### config.mk
export PLATFORM = sky130hd
export DESIGN_NAME = ofp_flash_top
export DESIGN_NICKNAME = d
export VERILOG_FILES = /design/src/ofp_pkg.sv /design/src/ofp_capture.sv /design/src/ofp_flash_top.sv
export SDC_FILE = /design/constraint.sdc
export NUM_CORES = 1
export LEC_CHECK = 0
export BUFFER_PORTS_ARGS = -buffer_cell sky130_fd_sc_hd__buf_2
export CAP_MARGIN = 5
export CORE_UTILIZATION = 40
export CTS_CLUSTER_DIAMETER = 100
export CTS_CLUSTER_SIZE = 40
export DETAILED_ROUTE_END_ITERATION = 8
export PLACE_DENSITY = 0.57
export SLEW_MARGIN = 20
export SYNTH_ARGS = -nofsm -noshare
export SYNTH_HDL_FRONTEND = slang
export SYNTH_SLANG_ARGS = --single-unit
### constraint.sdc
create_clock -name CORE_CLK -period 7.63 [get_ports CORE_CLK]
set_input_delay 0.3815 -clock CORE_CLK [delete_from_list [all_inputs] [get_ports CORE_CLK]]
set_output_delay 0.3815 -clock CORE_CLK [all_outputs]
set_load 0.005 [all_outputs]
### src/ofp_pkg.sv
// Package of constants and carrier types for the octal flash read-capture block.
`default_nettype none
package ofp_pkg;
	// ****************************************************************
	// Timing
	// ****************************************************************
	localparam int unsigned CLK_HZ    = 10_000_000;  // Core clock rate.
	localparam int unsigned SCK_HZ    = 1_250_000;   // Flash clock rate, one byte per beat.
	localparam int unsigned PERIOD    = CLK_HZ / SCK_HZ;
	localparam logic [2:0]  PH_LAST   = 3'(PERIOD - 1);
	localparam logic [2:0]  PH_HALF   = 3'(PERIOD / 2);
	localparam logic [2:0]  PH_SAMPLE = PH_HALF;     // Internal-clock sample point.
	localparam logic [3:0]  WIN_LEN   = 4'h3;        // Width of the sampling window in cycles.
	localparam int unsigned DLY_LEN   = 16;          // Taps of the transmit and receive delay lines.

	// ****************************************************************
	// Register map and fields
	// ****************************************************************
	localparam logic [7:0]  ADR_CTRL   = 8'h00;
	localparam logic [7:0]  ADR_DELAY  = 8'h04;
	localparam logic [7:0]  ADR_CMD    = 8'h08;
	localparam logic [7:0]  ADR_STATUS = 8'h0c;
	localparam logic [7:0]  ADR_WDATA  = 8'h10;
	localparam logic [7:0]  ADR_RDATA  = 8'h14;
	localparam logic [31:0] RST_REG    = 32'h0000_0000;
	localparam logic [31:0] CTRL_MASK  = 32'h0000_0007;
	localparam logic [31:0] DELAY_MASK = 32'h0000_0ff7;
	localparam logic [31:0] CMD_MASK   = 32'h0000_ffff;
	localparam int unsigned CTRL_PHY   = 0;
	localparam int unsigned CTRL_PIPE  = 1;
	localparam int unsigned CTRL_POLL  = 2;
	localparam int unsigned RD_LO      = 0;
	localparam int unsigned TX_LO      = 4;
	localparam int unsigned RX_LO      = 8;
	localparam int unsigned OPC_LO     = 0;
	localparam int unsigned NBY_LO     = 8;
	localparam int unsigned CMD_WR     = 11;
	localparam int unsigned PAD_LO     = 12;
	localparam int unsigned CMD_START  = 16;
	localparam int unsigned ST_BUSY    = 0;
	localparam int unsigned ST_WINERR  = 1;
	localparam int unsigned ST_POLLOFF = 2;
	localparam int unsigned ST_FLBUSY  = 3;

	// ****************************************************************
	// Flash status polling
	// ****************************************************************
	localparam logic [7:0]  POLL_OPC    = 8'h05;  // Read-status opcode used by the poller.
	localparam int unsigned FL_BUSY_BIT = 0;

	// ****************************************************************
	// Carrier types
	// ****************************************************************
	typedef struct packed {
		logic [3:0] rx_dly;
		logic [3:0] tx_dly;
		logic [2:0] rd_dly;
		logic       autopoll_en;
		logic       pipe_en;
		logic       phy_en;
	} ofp_cfg_s;

	typedef struct packed {
		logic       vld;
		logic       err;
		logic [7:0] data;
	} ofp_cap_s;
endpackage : ofp_pkg
`default_nettype wire

### src/ofp_capture.sv
// Strobe capture front end: samples read bytes by strobe or internal clock.
`timescale 1ns/1ns
`default_nettype none
module ofp_capture
	import ofp_pkg::*;
(
	// Clock and reset.
	input  wire logic       clk,
	input  wire logic       rst_n,
	// Configuration and beat timing.
	input  wire ofp_cfg_s   cfg,
	input  wire logic       rx_en,
	input  wire logic [2:0] ph,
	// Flash data and strobe.
	input  wire logic [7:0] dq_i,
	input  wire logic       dqs_i,
	// Captured byte.
	output var ofp_cap_s    cap
);
	logic                 dqs_q;
	logic                 dqs_d;
	logic [DLY_LEN-1:0]   edl_q;
	logic [DLY_LEN-1:0]   edl_d;
	ofp_cap_s             s1_q;
	ofp_cap_s             s1_d;
	ofp_cap_s             out_d;
	logic                 edge_now;
	logic                 edge_dl;
	logic [3:0]           win_lo;
	logic                 in_win;

	// Rising strobe edge, delayed by the receive delay taps, then windowed.
	always_comb begin
		dqs_d    = dqs_i;
		edge_now = dqs_i && !dqs_q;
		edl_d    = {edl_q[DLY_LEN-2:0], edge_now};
		edge_dl  = (cfg.rx_dly == 4'h0) ? edge_now : edl_q[cfg.rx_dly - 4'h1];
		win_lo   = {1'b0, cfg.rd_dly};
		// A larger read delay moves the window later in the beat.
		in_win   = ({1'b0, ph} >= win_lo) && ({1'b0, ph} < win_lo + WIN_LEN);
		s1_d     = '0;
		if (cfg.phy_en) begin
			s1_d.vld  = rx_en && edge_dl && in_win;
			s1_d.err  = rx_en && edge_dl && !in_win;
		end else begin
			s1_d.vld  = rx_en && (ph == PH_SAMPLE);
		end
		s1_d.data = dq_i;
		// Pipelined capture adds one register stage.
		out_d = cfg.pipe_en ? s1_q : s1_d;
	end

	// Capture registers.
	always_ff @(posedge clk or negedge rst_n) begin
		if (!rst_n) begin
			dqs_q <= 1'b0;
			edl_q <= '0;
			s1_q  <= '0;
			cap   <= '0;
		end else begin
			dqs_q <= dqs_d;
			edl_q <= edl_d;
			s1_q  <= s1_d;
			cap   <= out_d;
		end
	end
endmodule : ofp_capture
`default_nettype wire

### src/ofp_flash_top.sv
// Octal flash controller with strobe capture, delay tuning and busy polling.
// Summary of operation
// With the capture front end enabled, read bytes are taken on the flash strobe.
// A strobe capture outside the internal-clock window is invalid and flagged.
// Software tunes transmit, receive and read sample delays for robust reads.
// Raising the read sample delay moves the sampling window later in the beat.
// Software enables pipelined capture for every read under the delay shift.
// Software disables pipelined capture for writes; reads and writes are separate.
// Under the delay shift, hardware busy polling is suppressed; software polls.
// Software issues writes as single-page transfers under the delay shift.
// Software polls flash busy between page writes before starting the next.
// With the front end bypassed, hardware busy polling after writes stays usable.
// Software-path reads add pad bytes; software shifts the result right.
// Front end, pipelining and busy polling have separate control bits.
`timescale 1ns/1ns
`default_nettype none
module ofp_flash_top
	import ofp_pkg::*;
(
	// Clock and asynchronous reset.
	input  wire logic        CORE_CLK,
	input  wire logic        ARST_N,
	// Wishbone slave.
	input  wire logic        WB_CYC_I,
	input  wire logic        WB_STB_I,
	input  wire logic        WB_WE_I,
	input  wire logic [7:0]  WB_ADR_I,
	input  wire logic [3:0]  WB_SEL_I,
	input  wire logic [31:0] WB_DAT_I,
	output logic      [31:0] WB_DAT_O,
	output logic             WB_ACK_O,
	// Flash link.
	output logic             FL_SCK,
	output logic             FL_CS_N,
	output logic      [7:0]  FL_DQ_O,
	output logic             FL_DQ_OE,
	input  wire logic [7:0]  FL_DQ_I,
	input  wire logic        FL_DQS
);
	typedef enum {
		S_IDLE, S_ARM, S_CMD, S_TX, S_RX, S_DRAIN, S_PGAP, S_PCMD, S_PRX, S_PCHK
	} ofp_state_e;
	// ****************************************************************
	// Reset release
	// ****************************************************************
	logic [1:0] rst_sync_q;
	logic       rst_n;
	// Two flip-flops release the reset to the core clock.
	always_ff @(posedge CORE_CLK or negedge ARST_N) begin
		if (!ARST_N) begin
			rst_sync_q <= 2'b00;
		end else begin
			rst_sync_q <= {rst_sync_q[0], 1'b1};
		end
	end
	assign rst_n = rst_sync_q[1];
	// ****************************************************************
	// Declarations
	// ****************************************************************
	logic [31:0]        ctrl_q, ctrl_d;
	logic [31:0]        dly_q, dly_d;
	logic [31:0]        cmd_q, cmd_d;
	logic [31:0]        wdata_q, wdata_d;
	logic               winerr_q, winerr_d;
	logic               ack_q, ack_d;
	logic [31:0]        dat_q, dat_d;
	logic               start;
	logic               req;
	logic               wr_en;
	logic [31:0]        status_w;
	ofp_cfg_s           cfg;
	ofp_cap_s           cap;
	logic               busy;
	logic               poll_off;
	logic               autopoll_eff;
	ofp_state_e         st_q, st_d;
	logic [4:0]         beat_q, beat_d;
	logic [2:0]         ph_q, ph_d;
	logic [7:0]         dq_o_q, dq_o_d;
	logic               dq_oe_q, dq_oe_d;
	logic               cs_n_q, cs_n_d;
	logic [DLY_LEN-1:0] sck_ln_q, sck_ln_d;
	logic [31:0]        rdata_q, rdata_d;
	logic [7:0]         fstat_q, fstat_d;
	logic               tick;
	logic [4:0]         total;
	logic [2:0]         nby;
	// Merge a write into a register under the byte lane selects.
	function automatic logic [31:0] merge(input logic [31:0] old_v, new_v, input logic [3:0] sel);
		for (int i = 0; i < 4; i++) begin
			old_v[i*8 +: 8] = sel[i] ? new_v[i*8 +: 8] : old_v[i*8 +: 8];
		end
		return old_v;
	endfunction : merge
	// ****************************************************************
	// Configuration and status views
	// ****************************************************************
	// Each control is its own bit so software can reconfigure between transfers.
	always_comb begin
		cfg.phy_en      = ctrl_q[CTRL_PHY];
		cfg.pipe_en     = ctrl_q[CTRL_PIPE];
		cfg.autopoll_en = ctrl_q[CTRL_POLL];
		cfg.rd_dly      = dly_q[RD_LO +: 3];
		cfg.tx_dly      = dly_q[TX_LO +: 4];
		cfg.rx_dly      = dly_q[RX_LO +: 4];
	end
	// Hardware polling is unreliable with a shifted read window, so it is held off.
	assign poll_off     = cfg.autopoll_en && cfg.phy_en && (cfg.rd_dly != 3'h0);
	assign autopoll_eff = cfg.autopoll_en && !poll_off;
	assign busy         = (st_q != S_IDLE);
	assign req          = WB_CYC_I && WB_STB_I;
	assign wr_en        = req && ack_q && WB_WE_I;
	// Status word seen by software.
	always_comb begin
		status_w             = '0;
		status_w[ST_BUSY]    = busy;
		status_w[ST_WINERR]  = winerr_q;
		status_w[ST_POLLOFF] = poll_off;
		status_w[ST_FLBUSY]  = fstat_q[FL_BUSY_BIT];
	end
	// ****************************************************************
	// Wishbone register file
	// ****************************************************************
	// Answer one cycle after the request; writes land on the acknowledged edge.
	always_comb begin
		ctrl_d   = ctrl_q;
		dly_d    = dly_q;
		cmd_d    = cmd_q;
		wdata_d  = wdata_q;
		dat_d    = dat_q;
		start    = 1'b0;
		ack_d    = req && !ack_q;
		winerr_d = winerr_q;
		if (req && !ack_q) begin
			case (WB_ADR_I)
				ADR_CTRL:   dat_d = ctrl_q;
				ADR_DELAY:  dat_d = dly_q;
				ADR_CMD:    dat_d = cmd_q;
				ADR_STATUS: dat_d = status_w;
				ADR_WDATA:  dat_d = wdata_q;
				ADR_RDATA:  dat_d = rdata_q;
				default:    dat_d = RST_REG;
			endcase
		end
		if (wr_en) begin
			case (WB_ADR_I)
				ADR_CTRL:   ctrl_d  = merge(ctrl_q, WB_DAT_I, WB_SEL_I) & CTRL_MASK;
				ADR_DELAY:  dly_d   = merge(dly_q, WB_DAT_I, WB_SEL_I) & DELAY_MASK;
				ADR_WDATA:  wdata_d = merge(wdata_q, WB_DAT_I, WB_SEL_I);
				ADR_CMD: begin
					if (!busy) begin // A command written mid-transfer is ignored.
						cmd_d = merge(cmd_q, WB_DAT_I, WB_SEL_I) & CMD_MASK;
						start = WB_SEL_I[2] && WB_DAT_I[CMD_START];
					end
				end
				ADR_STATUS: winerr_d = winerr_q && !(WB_SEL_I[0] && WB_DAT_I[ST_WINERR]);
				default: begin
				end
			endcase
		end
		// A new window error wins over a clear in the same cycle.
		winerr_d = winerr_d || cap.err;
	end
	// Register file flip-flops.
	always_ff @(posedge CORE_CLK or negedge rst_n) begin
		if (!rst_n) begin
			ctrl_q   <= RST_REG;
			dly_q    <= RST_REG;
			cmd_q    <= RST_REG;
			wdata_q  <= RST_REG;
			dat_q    <= RST_REG;
			ack_q    <= 1'b0;
			winerr_q <= 1'b0;
		end else begin
			ctrl_q   <= ctrl_d;
			dly_q    <= dly_d;
			cmd_q    <= cmd_d;
			wdata_q  <= wdata_d;
			dat_q    <= dat_d;
			ack_q    <= ack_d;
			winerr_q <= winerr_d;
		end
	end
	// ****************************************************************
	// Transfer sequencer
	// ****************************************************************
	// Read length counts pad bytes as well, so the data arrives shifted.
	assign nby   = cmd_q[NBY_LO +: 3];
	assign total = {2'b00, nby} + {1'b0, cmd_q[PAD_LO +: 4]};
	assign tick  = (ph_q == PH_LAST);
	// Beat timing, state moves, launch data and received bytes.
	always_comb begin
		st_d    = st_q;
		beat_d  = beat_q;
		ph_d    = tick ? 3'h0 : ph_q + 3'h1;
		rdata_d = rdata_q;
		fstat_d = fstat_q;
		if (start) begin
			st_d = S_ARM;
		end else if (tick) begin
			beat_d = 5'h00;
			case (st_q)
				S_ARM:   st_d = S_CMD;
				S_CMD: begin
					if (cmd_q[CMD_WR]) begin
						st_d = (nby != 3'h0) ? S_TX : (autopoll_eff ? S_PGAP : S_DRAIN);
					end else begin
						st_d = (total != 5'h00) ? S_RX : S_DRAIN;
					end
				end
				S_TX: begin
					beat_d = beat_q + 5'h01;
					if (beat_q == {2'b00, nby} - 5'h01) begin
						// Hardware busy polling only when it is trustworthy.
						st_d = autopoll_eff ? S_PGAP : S_DRAIN;
					end
				end
				S_RX: begin
					beat_d = beat_q + 5'h01;
					if (beat_q == total - 5'h01) begin
						st_d = S_DRAIN;
					end
				end
				S_PGAP:  st_d = S_PCMD;
				S_PCMD:  st_d = S_PRX;
				S_PRX:   st_d = S_PCHK;
				S_PCHK:  st_d = fstat_q[FL_BUSY_BIT] ? S_PGAP : S_IDLE;
				S_DRAIN: st_d = S_IDLE;
				default: st_d = S_IDLE;
			endcase
		end
		// Capture results go to the read word or to the flash status byte.
		if (cap.vld) begin
			if (st_q == S_PRX || st_q == S_PCHK) begin
				fstat_d = cap.data;
			end else begin
				rdata_d = {cap.data, rdata_q[31:8]};
			end
		end
		// Pins follow the next state so they change on the beat boundary.
		cs_n_d  = (st_d == S_IDLE) || (st_d == S_ARM) || (st_d == S_DRAIN) ||
			(st_d == S_PGAP) || (st_d == S_PCHK);
		dq_oe_d = (st_d == S_CMD) || (st_d == S_TX) || (st_d == S_PCMD);
		case (st_d)
			S_CMD:   dq_o_d = cmd_q[OPC_LO +: 8];
			S_TX:    dq_o_d = wdata_q[{beat_d[1:0], 3'b000} +: 8];
			S_PCMD:  dq_o_d = POLL_OPC;
			default: dq_o_d = 8'h00;
		endcase
		// Clock high in the first half of each active beat, then delayed.
		sck_ln_d = {sck_ln_q[DLY_LEN-2:0], !cs_n_q && (ph_q < PH_HALF)};
	end
	// Sequencer flip-flops.
	always_ff @(posedge CORE_CLK or negedge rst_n) begin
		if (!rst_n) begin
			st_q     <= S_IDLE;
			beat_q   <= 5'h00;
			ph_q     <= 3'h0;
			dq_o_q   <= 8'h00;
			dq_oe_q  <= 1'b0;
			cs_n_q   <= 1'b1;
			sck_ln_q <= '0;
			rdata_q  <= RST_REG;
			fstat_q  <= 8'h00;
		end else begin
			st_q     <= st_d;
			beat_q   <= beat_d;
			ph_q     <= ph_d;
			dq_o_q   <= dq_o_d;
			dq_oe_q  <= dq_oe_d;
			cs_n_q   <= cs_n_d;
			sck_ln_q <= sck_ln_d;
			rdata_q  <= rdata_d;
			fstat_q  <= fstat_d;
		end
	end
	// ****************************************************************
	// Capture front end and outputs
	// ****************************************************************
	ofp_capture u_capture (
		.clk   (CORE_CLK),
		.rst_n (rst_n),
		.cfg   (cfg),
		.rx_en ((st_q == S_RX) || (st_q == S_PRX)),
		.ph    (ph_q),
		.dq_i  (FL_DQ_I),
		.dqs_i (FL_DQS),
		.cap   (cap)
	);
	// The transmit delay picks a tap of the clock delay line.
	assign FL_SCK   = sck_ln_q[cfg.tx_dly];
	assign FL_CS_N  = cs_n_q;
	assign FL_DQ_O  = dq_o_q;
	assign FL_DQ_OE = dq_oe_q;
	assign WB_DAT_O = dat_q;
	assign WB_ACK_O = ack_q;
endmodule : ofp_flash_top
`default_nettype wire

==> flow_summary_export.csv, run 1 <==
group,metric,value,unit
clock_tree,post-cts-setup-buffer-count,0,
critical_path,crit_path_end_kind,"flip-flop",
synthesis,yosysWarningCount,0,
clock_tree,cts_sinks,234,
clock_tree,cts-root-buf,"clkbuf_16",
die,core,25470,µm²
sta,worstMarginPinSlew,1.045,ns
final_layout,post-route-util,0.4623,
sta,hold_viol,0,
final_layout,multi_input_area,4383,µm²
power,seq_power_share,0.596,
synthesis,synth-edff-count,0,
sta,whs,0.04425,ns
sta,relSlewSlack,0.3009,
power,power.internal,0.001643,W
critical_path,start_kind,"flip-flop",
clock_tree,numCtsBuffers,11,
power,p_comb_frac,0.073,
clock_tree,clkLatencyLatePin,0.51,ns
synthesis,synthTopCellsByArea,"dfrtp_1 (56%), mux2_2 (10%), mux2i_1 (4.1%), ha_1 (2.4%), mux4_2 (2.1%)",
global_route,globalRoute.busiestLayer,"met1",
route,drc,0,
critical_path,timing.rr.start,"cmd_q[8]",
synthesis,yosysTopAreaCellShare,0.5557,
placed_design,dp_hpwl,18.36,mm
sta,tns,0,ns
sta,period_needed,3.607,ns
power,ir_worst_vdd,0.1743,mV
placed_design,gp_congestion,0.8517,
die,die_w,164.0,µm
synthesis,synth_nets,925,
sta,rsz0062_at_grt,"no",
route,dr.first_iter.drc_count,523,
global_route,gr-usage-met1,0.3000,
critical_path,critPathKind,"reg -> reg",
route,vias_per_cell,5.430,
clock_tree,cts.path.max_buffers,3,
sta,min_period_over_period,0.4727,
global_route,met3_usage,0.02374,
synthesis,synth.cell_area,10490,µm²
route,routed_wl,25.66,mm
critical_path,crit_fanout,6,
worst_hold_path,min-delay-start,"FL_DQ_I[0]",
synthesis,avgSynthCellArea,12.40,µm²
final_layout,ff_latch_area,5861,µm²
final_layout,fillers,2338,
flow_run,drv_cap,0,
die,rows,58,
critical_path,cp.required,8.08,ns
die,die_h,164.0,µm
synthesis,ys.flop_type,"dfrtp_1",
clock_tree,tritoncts,"done",
global_route,grt_usage,0.1957,
power,p_clk_frac,0.330,
route,wl_per_cell,20.18,µm
global_route,grt_overflow,0,
route,dr_total_vias,6907,
sta,clock_skew,0.05679,ns
global_route,met2_usage,0.2885,
synthesis,ys_top_cells_by_count,"dfrtp_1 (233), mux2_2 (96), nand2_1 (50)",
synthesis,yosysSeqAreaShare,0.5582,
final_layout,instances_no_fill,1272,
global_route,first_global_vias,6770,
sta,setup_viol,0,
clock_tree,cts_max_level,1,
run_status,status,"completed",
global_route,grt_antenna_before_repair,0,
synthesis,synth_top_area_cell,"dfrtp_1",
synthesis,ys_ff_latch,234,
critical_path,cp.arrival,4.06,ns
synthesis,yosysUniqueCellTypes,78,
route,ant_nets,0,
route,dr.pass1.iters,4,
synthesis,async_flop_share,1.000,
global_route,grt_max_degree,169,
power,switchingPower,0.0005748,W
die,initial_core_util,0.4119,
sta,drv_slew,0,
final_layout,nNetsFinal,1016,
synthesis,synth_cells,846,
synthesis,yosysMostFrequentCell,"dfrtp_1",
sta,max_freq,277.3,MHz
placed_design,port_buffers,101,
final_layout,layout-drive-gt1-share,0.2646,
die,die-area,26880,µm²
die,ios,102,
clock_tree,clk_pin_slew_worst_paths,0.15,ns
power,leakage,5.765,nW
final_layout,syn2layout_area_growth,12.22,%
power,power.share.switching,0.2591,
placed_design,dp_cells,1246,
global_route,grt_pass1_wl,39.75,mm
power,p_per_area,188.4,nW/µm²
worst_hold_path,hp-class,"in -> reg",
critical_path,critPathLaunch,"cmd_q[8]",
==> cell type report <==
class / instances / share of cell area
antenna: 1 / 0.0002125
clock buffer: 11 / 0.02338
clock inverter: 6 / 0.008501
inverter: 24 / 0.007651
multi-input combinational: 550 / 0.3722
sequential: 234 / 0.4977
tap: 330 / 0.03507
timing repair buffer: 116 / 0.05525
==> what timing repair did <==
action | 4_1_cts | 5_1_grt
gates resized for setup | 0 | 0
hold buffers | 8 | 0
endpoints found under the hold margin | 9 | 0
endpoints found under the setup margin | 0 | 0
==> critical path, cell delays in order, from the launching register on <==
cell and delay, ns:
dfrtp_1 0.47, ha_1 0.25, fa_1 0.54, inv_1 0.06, ha_1 0.22, xor2_1 0.19
xnor2_1 0.14, nand3_1 0.12, nor4bb_1 0.37, a22oi_1 0.24, a21oi_1 0.71, a22o_1 0.25
==> layout by cell type (no fill, tap or decap), types with 6 or more instances in the layout <==
master         synthesis  layout
and2_1                19      19
nand2_1               50      50
a22o_1                 9       9
ha_1                  20      20
nor2_1                29      29
a22oi_1               10      10
nor2b_1                9       9
mux2i_1               43      43
o21ai_1               11      11
buf_4                  3       6
a21oi_1               38      38
mux4_2                10      10
nand4_1                6       6
mux2_1                 8       8
mux2_2                96      96
dfrtp_1              233     232
nor3_1                11      11
nor4_1                10      10
buf_2                  9     101
and3_1                 6       6
inv_1                 23      23
xor2_1                 8       8
nand3_1               13      13
a21boi_0              14      14
o21ai_0               40      39
clkbuf_16              0      11
dlygate4sd3_1          0       8
==> power by group through the flow <==
stage	combinational, W	clock, W	sequential (W)
finish	0.000163	0.000733	0.00132
global route	0.000181	0.000794	0.00133
detailed placement	0.000161	0	0.00135
floorplan	0.0000970	0	0.00134
global placement	0.000161	0	0.00135
CTS	0.000164	0.000761	0.00132
==> flip-flops by register name, indices dropped and copies added, names as in the netlist, 8 cells and up <==
signal,cells
FL_DQ_O,8
WB_DAT_O,32
cmd_q,16
dly_q,11
rdata_q,32
sck_ln_q,16
st_q,32
u_capture.cap,10
u_capture.edl_q,16
u_capture.s1_q,10
wdata_q,32
==> metrics by stage <==
stage	worst slack (ns)	instance area [µm²]	power (W)
4_1_cts	3.903	11770	0.002249
6_report	4.023	11780	0.002218
2_1_floorplan	0.6279	10490	0.001438
3_5_place_dp	3.926	11320	0.001508
3_3_place_gp	4.089	11320	0.001507
5_1_grt	3.910	11770	0.002305
==> final timing paths <==
check                           cells after the start  slack, ns                end
worst min-delay path                                1       0.04  u_capture.s1_q[0]
worst max register to register                     11       4.02         FL_DQ_O[3]
worst min register to register                      0       0.36      rst_sync_q[1]
min in group asynchronous                           2       0.24      rst_sync_q[1]
max in group asynchronous                           1       5.83       WB_DAT_O[11]
worst max-delay path                               11       4.02         FL_DQ_O[3]
==> routing by layer <==
| metal | vias up | wire length (µm) |
|---|---|---|
| li1 | 3246 | - |
| met1 | 3493 | 12860 |
| met2 | 140 | 11090 |
| met3 | 28 | 1030 |
| met4 | 0 | 683 |
| met5 | - | 0 |
==> cell families after synthesis <==
| group | synth area share |
|---|---|
| DFF | 0.5582 |
| and+or+nand+nor | 0.1046 |
| adders and majority gates | 0.02576 |
| xor gates and xnor gates | 0.01133 |
| buffers and inverters | 0.02516 |
| AOI/OAI and AO/OA | 0.1005 |
| muxes | 0.1741 |
| other | 0.0003574 |
Power figures use the tool's default switching activity.
==> run 2, diff against run 1 <==
PLACE_DENSITY = 0.59   (was 0.57)
clock period = 2.9 ns   (was 7.63 ns; I/O delays follow)
==> run 2 against run 1 <==
Effect of this change:
- the run now ends with negative setup slack left
- final cell count rose by 6.4%
- die area did not move
- critical path depth did not move
- critical path type unchanged
- global-route usage rose by 0.81 points
- count of clock-buffer cells in the layout rose by 1
- design area rose by 7.8%
- largest power group unchanged
- sequential power rose to 2.6 times the previous value
- routed wire length rose by 4.3%
- non-clock buffer count rose by 84
==> flow_summary_export.csv, run 2 (synthesis results as in run 1) <==
group,metric,value,unit
sta,tns,-0.05359,ns
die,ios,102,
sta,drv_slew,0,
final_layout,instances_no_fill,1354,
sta,setup_viol,3,
clock_tree,tritoncts,"done",
die,die-area,26880,µm²
power,leakage,6.184,nW
route,dr_total_vias,7394,
final_layout,antennaDiodeCount,0,
global_route,grt_pass1_wl,41.83,mm
critical_path,crit_path_end_kind,"flip-flop",
global_route,globalRoute.busiestLayer,"met1",
sta,hold_viol,0,
sta,worstMarginPinSlew,0.7735,ns
critical_path,crit_chain,"ha_2, fa_2, inv_2, ha_4, xor2_1, xnor2_1, nand3_2, nor4bb_4, a22oi_2, and4_1, o32a_1",
sta,max_freq,339.9,MHz
route,ant_nets,0,
sta,timing.final.ws_setup,-0.04216,ns
critical_path,start_kind,"flip-flop",
die,die_h,164.0,µm
placed_design,dp_hpwl,19.32,mm
critical_path,cp.required,3.34,ns
route,vias_per_cell,5.461,
flow_run,drv_cap,0,
power,ir_worst_vdd,0.3723,mV
clock_tree,cts_sinks,234,
placed_design,postPlaceCellArea,11710,µm²
final_layout,final_common_cell,"dfrtp_1",
power,total_power,0.005925,W
route,wl_per_cell,19.77,µm
die,die_w,164.0,µm
worst_hold_path,hp-class,"in -> reg",
sta,min_period_over_period,1.015,
critical_path,slowest_delay,0.59,ns
global_route,met2_usage,0.3062,
critical_path,crit_fanout,5,
critical_path,path_delay_family,"adder cells",
global_route,gr-usage-met1,0.3093,
sta,period_needed,2.942,ns
global_route,grt_overflow,0,
clock_tree,cts-root-buf,"clkbuf_16",
critical_path,cpMaxStageDelayCell,"fa_2",
route,routed_wl,26.76,mm
die,rows,58,
power,p_per_area,466.9,nW/µm²
critical_path,cp.arrival,3.38,ns
clock_tree,clk_pin_slew_worst_paths,0.14,ns
die,initial_core_util,0.4119,
final_layout,syn2layout_area_growth,20.94,%
final_layout,nNetsFinal,1100,
sta,relSlewSlack,0.4824,
clock_tree,clkLatencyLatePin,0.50,ns
global_route,grt_usage,0.2039,
clock_tree,numCtsBuffers,11,
final_layout,layout_common_cells,"dfrtp_1 (232), buf_2 (101), mux2_2 (96)",
sta,clock_skew,0.05985,ns
global_route,grt_max_degree,76,
placed_design,port_buffers,101,
die,core,25470,µm²
clock_tree,cts.path.max_buffers,3,
placed_design,dp_cells,1291,
run_status,violations,"negative setup slack",
global_route,met3_usage,0.02677,
sta,rsz0062_at_grt,"yes",
final_layout,layout-drive-gt1-share,0.3105,
critical_path,critPathKind,"reg -> reg",
global_route,first_global_vias,7315,
clock_tree,cts_max_level,1,
placed_design,preCtsSetupSlack,-0.2278,ns
route,dr.pass1.iters,7,
route,dr.first_iter.drc_count,588,
run_status,status,"finished, violations left",
critical_path,cp.buffers_inverters,1,
placed_design,gp_congestion,0.9211,
route,drc,0,
global_route,grt_antenna_before_repair,0,
final_layout,final_area,12690,µm²
run 2: cell type report:
type                    instances  area [µm²]
repair buffers                200        1435
inverters                      24       90.09
well taps                     330       412.9
flip-flops and latches        234        5861
clock inverters                 4       83.83
clock buffers                  12       289.0
multi-input cells             550        4518
fillers                      2262       12780
run 2: metal layers:
metal	wire length (µm)	part of all wire
met5	0	0
met2	11780	0.44
met4	590	0.022
met3	1154	0.043
met1	13230	0.49
run 2: tightest hold or removal path, cell delays in order:
cell	delay (ns)
buf_2	0.14
nand3_2	0.22
mux2_2	0.20
run 2: power by group:
| part | total, W | internal (W) | leakage (nW) | switching, W |
|---|---|---|---|---|
| registers | 0.00347 | 0.00337 | 3.13 | 0.000102 |
| logic | 0.000545 | 0.000262 | 2.88 | 0.000283 |
| clock network | 0.00191 | 0.000782 | 0.173 | 0.00112 |
run 2: path summary, 6_finish.rpt:
path / startpoint / to / slack [ns] / cells past startpoint
worst max-delay path: cmd_q[12] / FL_CS_N / -0.04 / 11
worst min-delay path: WB_SEL_I[2] / wdata_q[19] / 0.23 / 3
worst max register to register: cmd_q[12] / FL_CS_N / -0.04 / 11
worst min register to register: rst_sync_q[1] / st_q[26] / 0.24 / 0
max in group asynchronous: rst_sync_q[1] / cmd_q[14] / 1.87 / 1
min in group asynchronous: rst_sync_q[1] / st_q[26] / 0.24 / 0
run 2: metrics by stage:
step | hold WS, ns | utilization
after floorplan | -0.1506 | -
after global placement | -0.06738 | 0.4597
after detailed placement | -0.06768 | 0.4597
after CTS | 0.2189 | 0.4943
after global routing | 0.2289 | 0.4982
final | 0.2289 | 0.4982
run 2: timing repair:
item	4_1_cts	5_1_grt
pin swaps	15	13
setup endpoints to repair	21	22
setup buffers	3	0
gates resized for setup	13	19
hold buffers	43	0
gates cloned	1	0
hold endpoints to repair	83	0
==> run 3, diff against run 2 <==
CELL_PAD_IN_SITES_DETAIL_PLACEMENT = 1   (was default)
CELL_PAD_IN_SITES_GLOBAL_PLACEMENT = 1   (was default)
PLACE_DENSITY = 0.7   (was 0.59)
==> run 3 against run 2 <==
Effect of this change:
- the flow still finishes with violations (negative setup slack)
- fmax decreased by 0.17%
- critical path type unchanged
- power increased by 0.58%
- combinational power increased by 0.7%
- largest power group unchanged
- sequential power about the same
- highest routed layer unchanged
==> flow_summary_export.csv, run 3 (synthesis results as in run 1) <==
group,metric,value,unit
critical_path,start_kind,"flip-flop",
final_layout,nNetsFinal,1107,
sta,worstMarginPinSlew,0.7721,ns
clock_tree,cts-root-buf,"clkbuf_16",
clock_tree,cts_sinks,234,
critical_path,r2r_end,"FL_CS_N",
final_layout,layout-drive-gt1-share,0.3120,
flow_run,drv_cap,0,
die,core,25470,µm²
clock_tree,cts_max_level,1,
global_route,grt_pass1_wl,45.29,mm
sta,clock_skew,0.05101,ns
sta,min_period_over_period,1.016,
die,rows,58,
die,die_h,164.0,µm
placed_design,dp_cells,1295,
clock_tree,tritoncts,"done",
worst_hold_path,min-delay-start,"WB_SEL_I[2]",
critical_path,critPathKind,"reg -> reg",
placed_design,postPlaceCellArea,11700,µm²
route,routed_wl,29.05,mm
final_layout,layout_common_cells,"dfrtp_1 (232), buf_2 (101), mux2_2 (96)",
route,wl_per_cell,21.33,µm
sta,rsz0062_at_grt,"yes",
global_route,grt_max_degree,67,
final_layout,instances_no_fill,1362,
final_layout,final_area,12680,µm²
clock_tree,clkLatencyLatePin,0.51,ns
sta,hold_viol,0,
critical_path,rr_worst_depth,11,
power,leakage,6.217,nW
critical_path,crit_fanout,4,
placed_design,port_buffers,101,
sta,drv_slew,0,
final_layout,antennaDiodeCount,0,
sta,whs,0.1926,ns
worst_hold_path,min_to,"wdata_q[17]",
sta,max_freq,339.3,MHz
die,initial_core_util,0.4119,
critical_path,timing.rr.start,"cmd_q[12]",
power,ir_worst_vdd,0.3716,mV
final_layout,fillers,2692,
placed_design,dp_hpwl,21.27,mm
placed_design,gp_congestion,0.8663,
die,ios,102,
global_route,grt_usage,0.2217,
global_route,grt_overflow,0,
route,drc,0,
global_route,grt_antenna_before_repair,0,
critical_path,cp.arrival,3.38,ns
die,die-area,26880,µm²
final_layout,final_common_cell,"dfrtp_1",
clock_tree,cts.path.max_buffers,3,
sta,tns,-0.05845,ns
route,dr.pass1.iters,5,
worst_hold_path,hp-class,"in -> reg",
route,ant_nets,0,
clock_tree,clk_pin_slew_worst_paths,0.14,ns
route,dr.first_iter.drc_count,473,
critical_path,crit_path_end_kind,"flip-flop",
sta,setup_viol,5,
power,p_per_area,470.1,nW/µm²
clock_tree,numCtsBuffers,11,
route,dr_total_vias,7521,
run_status,violations,"negative setup slack",
critical_path,cp.required,3.33,ns
route,vias_per_cell,5.522,
global_route,first_global_vias,7838,
final_layout,post-route-util,0.4977,
sta,timing.final.ws_setup,-0.04709,ns
critical_path,r2r_slack,-0.05,ns
final_layout,syn2layout_area_growth,20.82,%
sta,period_needed,2.947,ns
run_status,status,"finished, violations left",
worst_hold_path,hold_depth,3,
sta,relSlewSlack,0.4834,
die,die_w,164.0,µm
run 3: changes by cell type in the layout (fill, tap and decap cells not counted), sizes merged:
cell	previous run	this run
buf	157	164
inv	25	26
clkinvlp	1	0
clkinv	2	3
run 3: cell type report:
class | instances | area, µm² | area share
sequential | 234 | 5861 | 0.4623
multi-input combinational | 550 | 4477 | 0.3531
timing repair buffer | 207 | 1454 | 0.1147
tap | 330 | 412.9 | 0.03257
clock buffer | 12 | 289.0 | 0.02280
clock inverter | 5 | 93.84 | 0.007402
inverter | 24 | 90.09 | 0.007106
run 3: worst max-delay path by stage:
| stage | from | endpoint | depth (start not counted) | slack, ns |
|---|---|---|---|---|
| after CTS | cmd_q[12] | FL_CS_N | 11 | -0.09 |
| after floorplan | cmd_q[8] | FL_CS_N | 11 | 0.006 |
| final | cmd_q[12] | FL_CS_N | 11 | -0.05 |
| after global placement | cmd_q[8] | FL_CS_N | 11 | -0.09 |
| after detailed placement | cmd_q[8] | FL_DQ_O[7] | 10 | -0.23 |
| after global routing | cmd_q[12] | FL_CS_N | 12 | -0.17 |
run 3: per-stage QoR:
stage,setup WS (ns),power (W)
4_1_cts,-0.08802,0.006029
3_3_place_gp,-0.08728,0.004003
5_1_grt,-0.1730,0.006164
3_5_place_dp,-0.2265,0.004019
2_1_floorplan,0.005641,0.003781
6_report,-0.04709,0.005959
run 3: worst max-delay path: stages (launching register included):
cell and delay [ns]:
dfrtp_1 0.42, ha_2 0.20, fa_2 0.57, inv_2 0.05
ha_4 0.15, xor2_1 0.16, xnor2_1 0.15, nand3_1 0.15
nor4bb_4 0.33, a22oi_2 0.13, and4_1 0.20, o32a_1 0.35
run 3: metal layers:
layer	GRT usage	vias up	part of all wire
li1	-	3414	-
met1	0.3192	3914	0.48
met2	0.3575	162	0.47
met3	0.02677	31	0.035
met4	0.05051	0	0.020
met5	0	-	0
run 3: report_power, final:
part	internal (W)	total (W)	switching (W)
clock	0.000789	0.00194	0.00115
sequential	0.00337	0.00347	0.000103
combinational	0.000256	0.000549	0.000293
total	0.00442	0.00596	0.00154
run 3: what timing repair did:
| action | CTS | global route |
|---|---|---|
| gates resized for setup | 20 | 14 |
| setup buffers | 4 | 4 |
| hold buffers | 43 | 0 |
| cloned | 1 | 0 |
| pin swaps | 11 | 13 |
| endpoints found under the setup margin | 22 | 22 |
| hold endpoints to repair | 83 | 0 |
